<file path="src/pkg/pas_params.svh">
// Register map, reset values and timing counts of the pump sequencer
`ifndef PAS_PARAMS_SVH
`define PAS_PARAMS_SVH
`define PAS_ADDR_CTRL 8'h00
`define PAS_ADDR_CYCLES 8'h04
`define PAS_ADDR_FWD_FREQ 8'h08
`define PAS_ADDR_FWD_TIME 8'h0c
`define PAS_ADDR_REV_FREQ 8'h10
`define PAS_ADDR_REV_TIME 8'h14
`define PAS_ADDR_ACC_TIME 8'h18
`define PAS_ADDR_DEC_TIME 8'h1c
`define PAS_ADDR_JSTART 8'h20
`define PAS_ADDR_JSTOP 8'h24
`define PAS_ADDR_PRIME_TIME 8'h28
`define PAS_ADDR_STATUS 8'h2c
`define PAS_CTRL_CLEAN_EN 0
`define PAS_CTRL_TRIG_LSB 1
`define PAS_CTRL_MODE_LSB 3
`define PAS_CTRL_PRIME_EN 5
`define PAS_RST_CYCLES 7'h05
`define PAS_MIN_CYCLES 7'h01
`define PAS_MAX_CYCLES 7'h64
`define PAS_RST_FREQ 13'h1194
`define PAS_MAX_FREQ 13'h1388
`define PAS_RST_FWD_TIME 15'h00c8
`define PAS_RST_REV_TIME 15'h0000
`define PAS_MAX_TIME 15'h7d00
`define PAS_RST_RAMP 12'h001
`define PAS_MIN_RAMP 12'h001
`define PAS_MAX_RAMP 12'hbb8
`define PAS_MAX_LEVEL 14'h2710
`define PAS_RST_PRIME 12'h01e
`define PAS_MAX_PRIME 12'hc80
`define PAS_PRIME_SCALE 4'ha
`define PAS_CLK_PERIOD_NS 4
`define PAS_TICK_TIME_NS 10000000
`define PAS_TICK_CYCLES (`PAS_TICK_TIME_NS / `PAS_CLK_PERIOD_NS)
`endif

</file>
<file path="src/pkg/pas_pkg.sv">
// Types of the pump sequencer
package pas_pkg;
    typedef enum logic [2:0] {CL_IDLE = 3'h1, CL_FWD = 3'h2, CL_REV = 3'h4} pas_clean_st_t;
    typedef enum logic [2:0] {PR_IDLE = 3'h1, PR_PRIME = 3'h2, PR_RUN = 3'h4} pas_prime_st_t;
    typedef struct packed {
        logic [5:0] ctrl;
        logic [6:0] cycles;
        logic [12:0] fwd_freq;
        logic [14:0] fwd_time;
        logic [12:0] rev_freq;
        logic [14:0] rev_time;
        logic [11:0] acc_time;
        logic [11:0] dec_time;
        logic [13:0] jstart;
        logic [13:0] jstop;
        logic [11:0] prime_time;
        logic aw_held, w_held, awready, wready, bvalid, arready, rvalid;
        logic [7:0] awaddr;
        logic [31:0] wdata;
        logic [3:0] wstrb;
        logic [1:0] bresp, rresp;
        logic [31:0] rdata;
        logic [3:0] din_s1, din_s2;
        logic run_s1, run_s2, sleep_s1, sleep_s2, trig_prev;
        logic [13:0] fb;
        logic [21:0] div;
        logic tick;
        pas_clean_st_t cst;
        logic [14:0] timer;
        logic [6:0] cyc_done;
        pas_prime_st_t pst;
        logic [15:0] ptimer;
        logic drive_run, clean_act, rev_out, ramp_sel, jockey, prime, main_run;
        logic [12:0] freq_out;
        logic [11:0] ramp_acc, ramp_dec;
    } pas_state_t;
endpackage : pas_pkg

</file>
<file path="src/core/pas_sequencer.sv">
// Pump sequencer: auto-cleaning, jockey pump and priming pump with AXI4-Lite registers
// Behaviour
// - With cleaning enabled, a rising selected activation input starts the drive and the cleaning sequence.
// - Releasing the activation input before the last cycle ends aborts the sequence at once.
// - The forward/reverse cycle repeats a programmed count of 1 to 100, default 5.
// - Each cycle holds the forward frequency (up to 50.00 Hz) for the forward time (up to 320.00 s).
// - Jockey mode 0 is unused, mode 1 runs the pump through sleep, mode 2 follows feedback levels in sleep.
// - In level mode during sleep the jockey pump starts when feedback falls below the start level.
// - In level mode during sleep the jockey pump stops when feedback rises above the stop level.
// - The jockey pump stops whenever the controller wakes, whatever the feedback.
// - With priming enabled the priming pump runs for the priming time (0.0 to 320.0 s, default 3.0) first.
`timescale 1ns/100ps
`include "pas_params.svh"
module pas_sequencer #(
    parameter int TICK_CYCLES = `PAS_TICK_CYCLES
) (
    // Clock and reset
    input wire logic clk_i,
    input wire logic rst_b_i,
    // AXI4-Lite slave
    input wire logic [7:0] s_axi_awaddr_i,
    input wire logic s_axi_awvalid_i,
    output logic s_axi_awready_o,
    input wire logic [31:0] s_axi_wdata_i,
    input wire logic [3:0] s_axi_wstrb_i,
    input wire logic s_axi_wvalid_i,
    output logic s_axi_wready_o,
    output logic [1:0] s_axi_bresp_o,
    output logic s_axi_bvalid_o,
    input wire logic s_axi_bready_i,
    input wire logic [7:0] s_axi_araddr_i,
    input wire logic s_axi_arvalid_i,
    output logic s_axi_arready_o,
    output logic [31:0] s_axi_rdata_o,
    output logic [1:0] s_axi_rresp_o,
    output logic s_axi_rvalid_o,
    input wire logic s_axi_rready_i,
    // Drive inputs
    input wire logic [3:0] dig_in_i,
    input wire logic run_cmd_i,
    input wire logic pid_sleep_i,
    input wire logic [13:0] feedback_i,
    // Drive and pump outputs
    output logic drive_run_o,
    output logic clean_active_o,
    output logic [12:0] freq_ref_o,
    output logic reverse_o,
    output logic ramp_sel_o,
    output logic [11:0] ramp_acc_o,
    output logic [11:0] ramp_dec_o,
    output logic jockey_o,
    output logic prime_pump_o,
    output logic main_run_o
);
    localparam logic [21:0] TICK_LAST = 22'(TICK_CYCLES - 1);
    pas_pkg::pas_state_t q, n;
    logic trig;
    logic [1:0] mode;
    // Register word at a byte address; reads and write merges share it, so the two cannot drift apart
    function automatic logic [31:0] word_at(input pas_pkg::pas_state_t s, input logic [7:0] a);
        case (a)
            `PAS_ADDR_CTRL: return {26'h0, s.ctrl};
            `PAS_ADDR_CYCLES: return {25'h0, s.cycles};
            `PAS_ADDR_FWD_FREQ: return {19'h0, s.fwd_freq};
            `PAS_ADDR_FWD_TIME: return {17'h0, s.fwd_time};
            `PAS_ADDR_REV_FREQ: return {19'h0, s.rev_freq};
            `PAS_ADDR_REV_TIME: return {17'h0, s.rev_time};
            `PAS_ADDR_ACC_TIME: return {20'h0, s.acc_time};
            `PAS_ADDR_DEC_TIME: return {20'h0, s.dec_time};
            `PAS_ADDR_JSTART: return {18'h0, s.jstart};
            `PAS_ADDR_JSTOP: return {18'h0, s.jstop};
            `PAS_ADDR_PRIME_TIME: return {20'h0, s.prime_time};
            `PAS_ADDR_STATUS: return {15'h0, s.cyc_done, s.pst, s.cst, s.jockey, s.sleep_s2, s.run_s2,
                s.din_s2[s.ctrl[`PAS_CTRL_TRIG_LSB +: 2]]};
            default: return 32'h0;
        endcase
    endfunction : word_at
    assign trig = q.din_s2[q.ctrl[`PAS_CTRL_TRIG_LSB +: 2]];
    assign mode = q.ctrl[`PAS_CTRL_MODE_LSB +: 2];
    // Next state of bus, registers and sequencers
    always_comb begin
        logic [31:0] m;
        logic [31:0] lanes;
        logic hit;
        m = 32'h0;
        lanes = 32'h0;
        hit = 1'b1;
        n = q;
        n.din_s1 = dig_in_i;
        n.din_s2 = q.din_s1;
        n.run_s1 = run_cmd_i;
        n.run_s2 = q.run_s1;
        n.sleep_s1 = pid_sleep_i;
        n.sleep_s2 = q.sleep_s1;
        n.fb = feedback_i;
        n.trig_prev = trig;
        // Address and data may arrive in either order
        if (s_axi_awvalid_i && q.awready) begin
            n.aw_held = 1'b1;
            n.awaddr = s_axi_awaddr_i;
        end
        if (s_axi_wvalid_i && q.wready) begin
            n.w_held = 1'b1;
            n.wdata = s_axi_wdata_i;
            n.wstrb = s_axi_wstrb_i;
        end
        n.bvalid = q.bvalid && !s_axi_bready_i;
        // Writes clamp to the legal range so the sequencers never see nonsense
        if (q.aw_held && q.w_held && !q.bvalid) begin
            n.aw_held = 1'b0;
            n.w_held = 1'b0;
            n.bvalid = 1'b1;
            // Strobed lanes take new data, the others keep the old word
            lanes = {{8{q.wstrb[3]}}, {8{q.wstrb[2]}}, {8{q.wstrb[1]}}, {8{q.wstrb[0]}}};
            m = (q.wdata & lanes) | (word_at(q, q.awaddr) & ~lanes);
            case (q.awaddr)
                `PAS_ADDR_CTRL: n.ctrl = (m[4:3] == 2'h3) ? {m[5], 2'h0, m[2:0]} : m[5:0];
                `PAS_ADDR_CYCLES: n.cycles = (m > 32'(`PAS_MAX_CYCLES)) ? `PAS_MAX_CYCLES :
                    (m[6:0] < `PAS_MIN_CYCLES) ? `PAS_MIN_CYCLES : m[6:0];
                `PAS_ADDR_FWD_FREQ: n.fwd_freq = (m > 32'(`PAS_MAX_FREQ)) ? `PAS_MAX_FREQ : m[12:0];
                `PAS_ADDR_FWD_TIME: n.fwd_time = (m > 32'(`PAS_MAX_TIME)) ? `PAS_MAX_TIME : m[14:0];
                `PAS_ADDR_REV_FREQ: n.rev_freq = (m > 32'(`PAS_MAX_FREQ)) ? `PAS_MAX_FREQ : m[12:0];
                `PAS_ADDR_REV_TIME: n.rev_time = (m > 32'(`PAS_MAX_TIME)) ? `PAS_MAX_TIME : m[14:0];
                `PAS_ADDR_ACC_TIME: n.acc_time = (m > 32'(`PAS_MAX_RAMP)) ? `PAS_MAX_RAMP :
                    (m[11:0] < `PAS_MIN_RAMP) ? `PAS_MIN_RAMP : m[11:0];
                `PAS_ADDR_DEC_TIME: n.dec_time = (m > 32'(`PAS_MAX_RAMP)) ? `PAS_MAX_RAMP :
                    (m[11:0] < `PAS_MIN_RAMP) ? `PAS_MIN_RAMP : m[11:0];
                `PAS_ADDR_JSTART: n.jstart = (m > 32'(`PAS_MAX_LEVEL)) ? `PAS_MAX_LEVEL : m[13:0];
                `PAS_ADDR_JSTOP: n.jstop = (m > 32'(`PAS_MAX_LEVEL)) ? `PAS_MAX_LEVEL : m[13:0];
                `PAS_ADDR_PRIME_TIME: n.prime_time = (m > 32'(`PAS_MAX_PRIME)) ? `PAS_MAX_PRIME : m[11:0];
                default: hit = 1'b0; // Status and holes take no write
            endcase
            n.bresp = hit ? 2'h0 : 2'h2;
        end
        n.awready = !n.aw_held && !n.bvalid;
        n.wready = !n.w_held && !n.bvalid;
        // Read answers one cycle after the address is taken; holes and odd addresses give SLVERR
        n.rvalid = q.rvalid && !s_axi_rready_i;
        if (s_axi_arvalid_i && q.arready) begin
            n.rvalid = 1'b1;
            n.rdata = word_at(q, s_axi_araddr_i);
            n.rresp = (s_axi_araddr_i[1:0] != 2'h0 || s_axi_araddr_i > `PAS_ADDR_STATUS) ? 2'h2 : 2'h0;
        end
        n.arready = !n.rvalid;
        // Seconds timebase: one tick every 10 ms
        n.tick = (q.div == TICK_LAST);
        n.div = n.tick ? 22'h0 : q.div + 22'h1;
        // Cleaning sequencer; release aborts regardless of the tick
        case (q.cst)
            pas_pkg::CL_IDLE: begin
                n.timer = 15'h0;
                n.cyc_done = 7'h0;
                if (q.ctrl[`PAS_CTRL_CLEAN_EN] && trig && !q.trig_prev) begin
                    n.cst = pas_pkg::CL_FWD;
                end
            end
            pas_pkg::CL_FWD: begin
                if (!trig) begin
                    n.cst = pas_pkg::CL_IDLE;
                end else if (q.timer >= q.fwd_time) begin
                    n.cst = pas_pkg::CL_REV;
                    n.timer = 15'h0;
                end else if (q.tick) begin
                    n.timer = q.timer + 15'h1;
                end
            end
            pas_pkg::CL_REV: begin
                if (!trig) begin
                    n.cst = pas_pkg::CL_IDLE;
                end else if (q.timer >= q.rev_time) begin
                    n.timer = 15'h0;
                    n.cyc_done = q.cyc_done + 7'h1;
                    n.cst = (q.cyc_done + 7'h1 >= q.cycles) ? pas_pkg::CL_IDLE : pas_pkg::CL_FWD;
                end else if (q.tick) begin
                    n.timer = q.timer + 15'h1;
                end
            end
            default: n.cst = pas_pkg::CL_IDLE;
        endcase
        n.clean_act = (n.cst != pas_pkg::CL_IDLE);
        n.drive_run = n.clean_act;
        n.rev_out = (n.cst == pas_pkg::CL_REV);
        n.freq_out = (n.cst == pas_pkg::CL_FWD) ? q.fwd_freq : n.rev_out ? q.rev_freq : 13'h0;
        n.ramp_sel = n.clean_act;
        n.ramp_acc = q.acc_time;
        n.ramp_dec = q.dec_time;
        // Jockey pump: wake always wins; levels hold between thresholds
        if (!q.sleep_s2) begin
            n.jockey = 1'b0;
        end else begin
            case (mode)
                2'h1: n.jockey = 1'b1;
                2'h2: begin
                    if (q.fb < q.jstart) begin
                        n.jockey = 1'b1;
                    end else if (q.fb > q.jstop) begin
                        n.jockey = 1'b0;
                    end
                end
                default: n.jockey = 1'b0;
            endcase
        end
        // Priming ahead of the main pump; priming time is in 0.1 s, the timer in ticks
        case (q.pst)
            pas_pkg::PR_IDLE: begin
                n.ptimer = 16'h0;
                if (q.run_s2) begin
                    n.pst = q.ctrl[`PAS_CTRL_PRIME_EN] ? pas_pkg::PR_PRIME : pas_pkg::PR_RUN;
                end
            end
            pas_pkg::PR_PRIME: begin
                if (!q.run_s2) begin
                    n.pst = pas_pkg::PR_IDLE;
                end else if (q.ptimer >= 16'(q.prime_time * `PAS_PRIME_SCALE)) begin
                    n.pst = pas_pkg::PR_RUN;
                end else if (q.tick) begin
                    n.ptimer = q.ptimer + 16'h1;
                end
            end
            pas_pkg::PR_RUN: n.pst = q.run_s2 ? pas_pkg::PR_RUN : pas_pkg::PR_IDLE;
            default: n.pst = pas_pkg::PR_IDLE;
        endcase
        n.prime = (n.pst == pas_pkg::PR_PRIME);
        n.main_run = (n.pst == pas_pkg::PR_RUN);
    end
    // State register
    always_ff @(posedge clk_i or negedge rst_b_i) begin
        if (!rst_b_i) begin
            q <= '0;
            q.cycles <= `PAS_RST_CYCLES;
            q.fwd_freq <= `PAS_RST_FREQ;
            q.rev_freq <= `PAS_RST_FREQ;
            q.fwd_time <= `PAS_RST_FWD_TIME;
            q.rev_time <= `PAS_RST_REV_TIME;
            q.acc_time <= `PAS_RST_RAMP;
            q.dec_time <= `PAS_RST_RAMP;
            q.ramp_acc <= `PAS_RST_RAMP;
            q.ramp_dec <= `PAS_RST_RAMP;
            q.prime_time <= `PAS_RST_PRIME;
            q.cst <= pas_pkg::CL_IDLE;
            q.pst <= pas_pkg::PR_IDLE;
        end else begin
            q <= n;
        end
    end
    // Outputs straight from the state register
    assign s_axi_awready_o = q.awready;
    assign s_axi_wready_o = q.wready;
    assign s_axi_bvalid_o = q.bvalid;
    assign s_axi_bresp_o = q.bresp;
    assign s_axi_arready_o = q.arready;
    assign s_axi_rvalid_o = q.rvalid;
    assign s_axi_rdata_o = q.rdata;
    assign s_axi_rresp_o = q.rresp;
    assign drive_run_o = q.drive_run;
    assign clean_active_o = q.clean_act;
    assign freq_ref_o = q.freq_out;
    assign reverse_o = q.rev_out;
    assign ramp_sel_o = q.ramp_sel;
    assign ramp_acc_o = q.ramp_acc;
    assign ramp_dec_o = q.ramp_dec;
    assign jockey_o = q.jockey;
    assign prime_pump_o = q.prime;
    assign main_run_o = q.main_run;
endmodule : pas_sequencer

</file>
<file path="config.mk">
export PLATFORM = sky130hd
export DESIGN_NAME = pas_sequencer
export DESIGN_NICKNAME = d
export VERILOG_FILES = /design/src/pkg/pas_pkg.sv /design/src/core/pas_sequencer.sv
export VERILOG_INCLUDE_DIRS = /design/src /design/src/pkg
export SDC_FILE = /design/constraint.sdc
export NUM_CORES = 1
export LEC_CHECK = 0
export CELL_PAD_IN_SITES_DETAIL_PLACEMENT = 1
export CELL_PAD_IN_SITES_GLOBAL_PLACEMENT = 1
export CORE_MARGIN = 2
export CORE_UTILIZATION = 55
export DETAILED_ROUTE_END_ITERATION = 8
export DONT_BUFFER_PORTS = 1
export PLACE_DENSITY_LB_ADDON = 0.1
export SETUP_SLACK_MARGIN = 0.4
export SLEW_MARGIN = 5
export SYNTH_ARGS = -nofsm -noshare
export SYNTH_HDL_FRONTEND = slang
export SYNTH_SLANG_ARGS = --single-unit
</file>
<file path="constraint.sdc">
create_clock -name clk_i -period 9.3 [get_ports clk_i]
set_input_delay 1.86 -clock clk_i [delete_from_list [all_inputs] [get_ports clk_i]]
set_output_delay 1.86 -clock clk_i [all_outputs]
set_load 0.005 [all_outputs]
</file>
# Word level (Yosys, flattened, before mapping)
# Index checks and enable logic that the tools add are counted.
# totals
ff_bits,356
out_inout_bits,85
wordCells,212
# op_classes
n_addsub,4
multipliers,1
order_cmp,16
n_eq_ne,44
muxes,55
bitwise,4
n_reduce_logical,41
# ops
operator,n
$pmux 17 s12,2
$mux 15,5
$and 32x32->32,2
$eq 8x5->1 const B,8
$eq 8x6->1 const B,8
$gt 32x12->1 const B,2
$mux 16,3
$pmux 15 s3,1
$mux 22,2
$mux 13,3
$mux 12,3
$eq 8x4->1 const B,4
$gt 32x13->1 const B,1
$gt 32x14->1 const B,1
$gt 32x15->1 const B,1
$gt 32x7->1 const B,1
$mux 32,1
$not 32->32,1
$or 32x32->32,1
$pmux 16 s2,1
$ge 15x15->1,2
$mux 3,10
$add 22x1->22 const B,1
$eq 22x22->1 const B,1
40 further kinds,100

# Logic depth before layout (Yosys ltp)
# Gate-level depths: netlist of the first run.
# logic_depth
depth_word,9
mapped_depth,20
mapped_depth_nobuf,19

# Least setup slack after synthesis of the first run
# OpenSTA, ideal clock, no wires.
# synth_timing
kind,register to register
start,register q[227] (netlist name)
end,register q[53] (netlist name)
setup_ns,0.132
t_arrival_ns,4.535
required_ns,9.168
slack_ns,4.633
stages_incl_launch_ff,19
n_path_buf,0
synth_period_minus_slack_ns,4.667
path_cell_list,dfstp_2 -> ha_1 -> ha_1 -> a21o_1 -> a21oi_1 -> o21bai_1 -> a21oi_1 -> o21bai_1 -> a21oi_1 -> o21bai_1 -> a21oi_1 -> xor2_1 -> ha_1 -> a2111oi_0 -> o311ai_0 -> a2111oi_0 -> nand3_1 -> xor2_1 -> nor2_1
# synth_via
elab_chain_len,4
# synth_rtl
element,line,source
start: declaration,pas_sequencer.sv:56,"pas_pkg::pas_state_t q, n;"
start signal: assignment,pas_sequencer.sv:243,q <= n;
$mul 12x3->15 (no source line),--,
$ge 16x16->1,pas_sequencer.sv:214,end else if (q.ptimer >= 16'(q.prime_time * `PAS_PRIME_SCALE)) begin
$ne 2x2->1 (no source line),--,
$reduce_and 4->1 (no source line),--,
# No other way between the ends.
# A chain may end at the register's enable or synchronous reset.

# Final worst setup path of the first run
# layout_timing
start,register q[213] (netlist name)
end,"register q, in the netlist n[21]"
# layout_via
elab_chain_len,8
elab_cells_between_ends,21
classes_between,order compare (2); eq/ne (11); mux (4); bitwise (2); reduce/logical (2)
# layout_rtl
element
branches (longest 8 deep; another with $gt 32x12->1)
# Several ways; the timed one is not identified. The select of a mux whose other input is x is not followed.

==> results.json, run 1 <==
{
  "status": "completed",
  "synth_top_area_share_pct": 41.21,
  "rsz0062_at_grt": "no",
  "ctsHtreeMaxLevel": 2,
  "gp_congestion": 1.072,
  "cp_max_fo": 32,
  "wl_per_cell_um": 31.23,
  "combPwrFrac_pct": 31.3,
  "initial_core_util_pct": 55.47,
  "io_buffers": 0,
  "fin_ws_ns": 4.132,
  "cts_setup_buffers": 0,
  "ant_nets": 0,
  "grt_util_all_layers_pct": 40.31,
  "clkSinkCount": 339,
  "yosys.area.top_type": "dfrtp_1",
  "yosysUniqueCellTypes": 99,
  "antenna_found_initial": 0,
  "fin_crit_ns": 5.168,
  "dp_slack_ns": 4.316,
  "max-cap-violations": 0,
  "slowest_stage": "a21oi_1",
  "drt_iter0_markers": 1643,
  "clkLatencyLatePin_ns": 0.57,
  "hpwl_mm": 53.10,
  "crit_family": "simple AND/OR/NAND/NOR gates",
  "yosys_warnings": 0,
  "synth-seq-cells": 339,
  "min-delay-path-class": "flop to flop",
  "syn_area_per_cell_um2": 10.01,
  "num_vias": 15850,
  "ys_seq_area_share_pct": 44.66,
  "core_um2": 34370,
  "tightest_slew_ns": 1.374,
  "crit_arrival_ns": 5.62,
  "crit_top_cell": "nor2_1",
  "fillers": 3741,
  "irDropWorstVdd_mv": 0.2037,
  "numCtsBuffers": 38,
  "mostFrequentLayoutCells": "dfrtp_1 (313), nand2_1 (202), nor2_1 (110)",
  "critPathBufInv": 1,
  "syn_inst": 1905,
  "die-height_um": 190.2,
  "fin_crit_sh_pct": 55.57,
  "seqPwrFrac_pct": 39.7,
  "maxSlewHeadroom_pct": 8.398,
  "grt_start_max_net_pins": 340,
  "p_int_mw": 3.201,
  "powerDensity_nw_per_um2": 264.4,
  "fp.dieW_um": 190.2,
  "rows": 68,
  "skew_ns": 0.01998,
  "crit_path_end_kind": "flop",
  "required_ns": 9.75,
  "clk_path_buf_depth": 3,
  "cp-startpoint": "q[213]",
  "p_clk_share_pct": 29.0,
  "p_leak_nw": 8.721,
  "synth.area.top_cells": "dfrtp_1 (41%), ha_1 (6.9%), nand2_1 (4.0%)",
  "setup_violations": 0,
  "synth_area_um2": 19070,
  "p_sw_mw": 2.150,
  "wl_mm": 72.21,
  "fmax_ghz": 0.1935,
  "r2r_start": "q[213]",
  "final.setup.tns_ns": 0,
  "drt_pass1_iterations": 8,
  "drv_slew": 0,
  "final_common_cell": "dfrtp_1",
  "gr-total-overflow": 0,
  "grt_pass1_wl_mm": 107.0,
  "grt_pass1_vias": 16530,
  "drc_errors": 0,
  "area_growth_pct": 6.149,
  "hold_start": "n[126]",
  "cts_tree": "done",
  "start_kind": "flop",
  "vias_per_cell": 6.854,
  "ctsHoldBuffers": 0,
  "slowest_delay_ns": 1.09,
  "nets": 2012,
  "drive_above_1_share_pct": 12.02,
  "dieArea_um2": 36170,
  "path_cells": "buf_4, and4bb_1, a41oi_1, and4_1, and3_1, nand2_2, nor2_1, a21oi_1, nor2_1, o21ai_0",
  "cts_root_buf": "clkbuf_16",
  "p_sw_share_pct": 40.18,
  "critPathKind": "flop to flop",
  "async_flop_share_pct": 100.0,
  "ioPinCount": 164,
  "synth_flop_cell": "dfrtp_1",
  "synth_edf_count": 0,
  "cts.repair.resized": 0,
  "clkSlewWorstSetupHoldPaths_ns": 0.07,
  "finalHoldViolCount": 0
}
## per-layer routing
layer / share of wire, % / routed length [um] / GRT usage, %
met1: 39 / 28030 / 50.71
met2: 45 / 32390 / 62.13
met3: 9.9 / 7183 / 11.71
met4: 6.4 / 4615 / 23.29
met5: 0 / 0 / 0
## cell usage after synthesis (21+ instances only)
cell type,count
buf_4,84
nor2_1,112
dfstp_2,25
xnor2_1,29
clkbuf_1,57
xor2_1,24
a21oi_1,73
a221oi_1,33
nand2_1,202
mux2_2,54
nand3_1,54
a21o_1,33
o31ai_1,26
dfrtp_1,314
nand2b_1,21
mux2i_1,28
inv_1,96
a31oi_1,24
a22o_1,49
o21ai_0,80
nor3_1,30
a22oi_1,25
ha_1,105
## kinds of logic after synthesis
kind of cell    after synthesis  share of synthesized area [%]
compound gates              496                          18.70
xor+xnor                     53                          2.435
fa+ha+maj                   106                          6.996
buf+inv                     261                          7.061
flops                       339                          44.66
mux                          91                          5.486
other cells                   1                        0.01967
simple gates                558                          14.65
## path summary, 6_finish.rpt
| kind | end | slack [ns] | cells past startpoint |
|---|---|---|---|
| max | n[21] | 4.13 | 10 |
| min in group asynchronous | q[58] | 0.99 | 0 |
| max reg2reg | n[21] | 4.13 | 10 |
| min reg2reg | q[126] | 0.35 | 0 |
| min | q[126] | 0.35 | 0 |
| max in group asynchronous | q[212] | 7.55 | 0 |
## through the flow
stage          std cells  util [%]  hold WS (ns)  instance area [um^2]  total power [mW]
2_1_floorplan       1921         -        0.3312                 19130             3.081
3_3_place_gp        2242     55.16        0.3313                 18960             3.636
3_5_place_dp        2242     55.16        0.3362                 18960             3.700
4_1_cts             2311     58.87        0.3489                 20240             5.277
5_1_grt             2311     58.87        0.3632                 20240             5.496
6_report            2312     58.88        0.3486                 20240             5.351
## worst reg2reg max path, delay by kind of cell, from the launching register on
kind / cells / cell delay [ns]
compound gates: 3 / 1.74
flops: 1 / 0.55
simple gates: 6 / 2.31
buf+inv: 1 / 0.46
## final cells by class
type	count	area, um^2	area share, %
diodes	1	2.502	0.01236
clock buffers	58	1157	5.719
clock inverters	11	118.9	0.5873
inverters	99	371.6	1.836
multi-input cells	1321	9293	45.92
flip-flops and latches	339	8516	42.08
well taps	455	569.3	2.813
repair buffers	28	210.2	1.039
## power groups by stage
stage	registers (mW)	logic (mW)	clock network (mW)
global route	2.14	1.74	1.62
floorplan	1.89	1.20	0
global placement	2.11	1.53	0
finish	2.13	1.67	1.55
CTS	2.10	1.61	1.57
detailed placement	2.12	1.58	0
## sequential cells by signal (all words and copies together), names as in the netlist, 2 cells and up
register / cells
ramp_acc_o: 12
ramp_dec_o: 12
mode: 2
n: 30
s_axi_rdata_o: 17
q: 241
freq_ref_o: 13
Note: power is estimated with default switching activity, not from simulation.
==> run 2, diff against run 1 <==
--- a/config.mk
+++ b/config.mk
@@ -9,7 +9,7 @@
 export CELL_PAD_IN_SITES_DETAIL_PLACEMENT = 1
 export CELL_PAD_IN_SITES_GLOBAL_PLACEMENT = 1
 export CORE_MARGIN = 2
-export CORE_UTILIZATION = 55
+export CORE_UTILIZATION = 46
 export DETAILED_ROUTE_END_ITERATION = 8
 export DONT_BUFFER_PORTS = 1
 export PLACE_DENSITY_LB_ADDON = 0.1
==> constraint.sdc (replaced) <==
create_clock -name clk_i -period 4.2 [get_ports clk_i]
set_input_delay 0.84 -clock clk_i [delete_from_list [all_inputs] [get_ports clk_i]]
set_output_delay 0.84 -clock clk_i [all_outputs]
set_load 0.005 [all_outputs]
==> run 2 against run 1 <==
Effect of this change:
- the run now ends with setup timing left
- total power up 140%
- first-iteration DRC count is 3.4% higher
- sequential share of layout area decreased by 2.7 points
- critical path depth is 9 higher
- combinational power grew to 2.7 times the previous value
- final cell count rose by 7.9%
- register-to-register slack got worse by 4.2 ns
- die area is 19% higher
- worst setup slack worse by 4.2 ns
- cell area is 6.8% higher
- critical path type unchanged
- critical endpoint is now q[59]
==> results.json, run 2 (same netlist as run 1, synthesis figures left out) <==
{
  "status": "complete, but fails checks",
  "violations": "setup timing",
  "crit_family": "compound AO/OA/AOI/OAI gates",
  "die-height_um": 207.6,
  "drt_iter0_markers": 1699,
  "path_cells": "ha_4, ha_4, a21o_1, a21oi_2, o21bai_1, a21oi_2, o21bai_1, a21oi_2, o21bai_1, a21oi_2, xor2_1, ha_1, a2111oi_4, o311ai_4, a2111oi_4, buf_4, nand3_2, xor2_1, nor2_1",
  "regMostFlops": "q",
  "fin_crit_ns": 4.306,
  "area_growth_pct": 13.37,
  "drc_errors": 0,
  "clkSinkCount": 339,
  "largest_reg_flops": 241,
  "start_kind": "flop",
  "ant_nets": 0,
  "numCtsBuffers": 38,
  "slowest_stage": "dfstp_2",
  "holdWs_ns": 0.03317,
  "crit_top_cell": "a21oi_2",
  "grt_start_max_net_pins": 340,
  "wl_mm": 79.49,
  "ioPinCount": 164,
  "critPathBufInv": 1,
  "fillers": 4431,
  "r2r-end": "q[59]",
  "wl_per_cell_um": 31.86,
  "grt_pass1_wl_mm": 112.6,
  "num_vias": 16180,
  "slowest_delay_ns": 0.59,
  "dieArea_um2": 43090,
  "initial_core_util_pct": 46.69,
  "cp_max_fo": 5,
  "irDropWorstVdd_mv": 0.3467,
  "tightest_slew_ns": 1.116,
  "gr-total-overflow": 0,
  "min-delay-path-class": "primary input to async pin",
  "p_leak_nw": 9.347,
  "clk_path_buf_depth": 3,
  "ctsHtreeMaxLevel": 2,
  "setup_violations": 10,
  "fin_crit_sh_pct": 102.5,
  "fp.dieW_um": 207.6,
  "vias_per_cell": 6.483,
  "crit_path_end_kind": "flop",
  "r2r_start": "q[229]",
  "io_buffers": 0,
  "mostFrequentLayoutCells": "dfrtp_1 (312), nand2_1 (202), buf_4 (117)",
  "clkSlewWorstSetupHoldPaths_ns": 0.07,
  "cts_tree": "done",
  "gp_congestion": 1.055,
  "reg2reg_setup_slack_ns": -0.11,
  "multi_input_area_um2": 9538,
  "instances_no_fill": 2495,
  "skew_ns": 0.02188,
  "maxSlewHeadroom_pct": 24.97,
  "clkLatencyLatePin_ns": 0.57,
  "rows": 74,
  "critPathKind": "flop to flop",
  "place_inst": 2395,
  "required_ns": 4.67,
  "crit_arrival_ns": 4.78,
  "fmax_ghz": 0.2322,
  "drive_above_1_share_pct": 18.05,
  "rsz0062_at_grt": "yes",
  "grt_pass1_vias": 16620,
  "final_common_cell": "dfrtp_1",
  "nets": 2117,
  "rr_worst_depth": 19,
  "final_core_util_pct": 52.94,
  "core_um2": 40830,
  "regArea_um2": 8517,
  "drt_pass1_iterations": 8,
  "hpwl_mm": 58.18,
  "powerDensity_nw_per_um2": 591.0,
  "fin_ws_ns": -0.1061,
  "drv_slew": 0,
  "grt_util_all_layers_pct": 35.46,
  "finalHoldViolCount": 0,
  "max-cap-violations": 0,
  "antenna_found_initial": 4,
  "power.total_mw": 12.77,
  "cts_root_buf": "clkbuf_16"
}
## run 2: changes by cell type in the layout (fill, tap and decap cells not counted), sizes merged
cell	previous run	this run
clkinvlp	1	3
clkinv	5	1
dlygate4sd3	0	6
bufinv	2	5
diode	1	2
clkbuf	58	59
inv	102	100
buf	28	127
## run 2: worst reg2reg max path, delay by kind of cell, from the launching register on
family / cells / cell delay (ns)
buf+inv: 1 / 0.20
simple gates: 2 / 0.24
flops: 1 / 0.59
compound gates: 11 / 2.12
xor+xnor: 2 / 0.35
fa+ha+maj: 3 / 0.73
## run 2: where the power goes
group          internal, mW  leakage, nW  switching [mW]
Clock                  2.27        0.666            1.40
Combinational          1.64         4.26            2.80
Sequential             3.83         4.42           0.831
## run 2: worst max-delay path by stage
stage	startpoint	endpoint	slack, ns	cells after the start
3_3_place_gp	q[229]	q[53]	0.04	18
3_5_place_dp	q[229]	q[52]	-0.13	17
6_report	q[229]	q[59]	-0.11	19
2_1_floorplan	q[229]	q[53]	0.31	18
5_1_grt	q[229]	q[59]	-0.27	19
4_1_cts	q[229]	q[53]	0.1	19
## run 2: through the flow
step / cell area [um^2] / setup WS, ns / TNS [ns]
finish: 21610 / -0.1061 / -0.5523
global route: 21610 / -0.2656 / -2.326
CTS: 21360 / 0.09625 / 0
detailed placement: 19840 / -0.1256 / -0.8941
global placement: 19840 / 0.03903 / 0
floorplan: 19300 / 0.3099 / 0
## run 2: cell type report
class,count,share of cell area (%)
Antenna cell,2,0.02315
Clock buffer,59,5.522
Clock inverter,10,0.8625
Inverter,99,1.719
Multi-Input combinational cell,1321,44.13
Sequential cell,339,39.40
Tap cell,532,3.080
Timing Repair Buffer,133,5.262
## run 2: timing repair
action                     4_1_cts  5_1_grt
gates resized for setup         12       13
hold endpoints to repair       284      129
setup endpoints to repair       21       62
setup buffers                   12        8
gates cloned                     0        0
pin swaps                       24       19
## run 2: metal layers
layer / track usage, % / vias up / part of all wire, %
li1: - / 6891 / -
met1: 47.11 / 8289 / 41
met2: 54.71 / 792 / 44
met3: 8.442 / 202 / 9.1
met4: 16.95 / 2 / 5.8
met5: 0 / - / 0.014
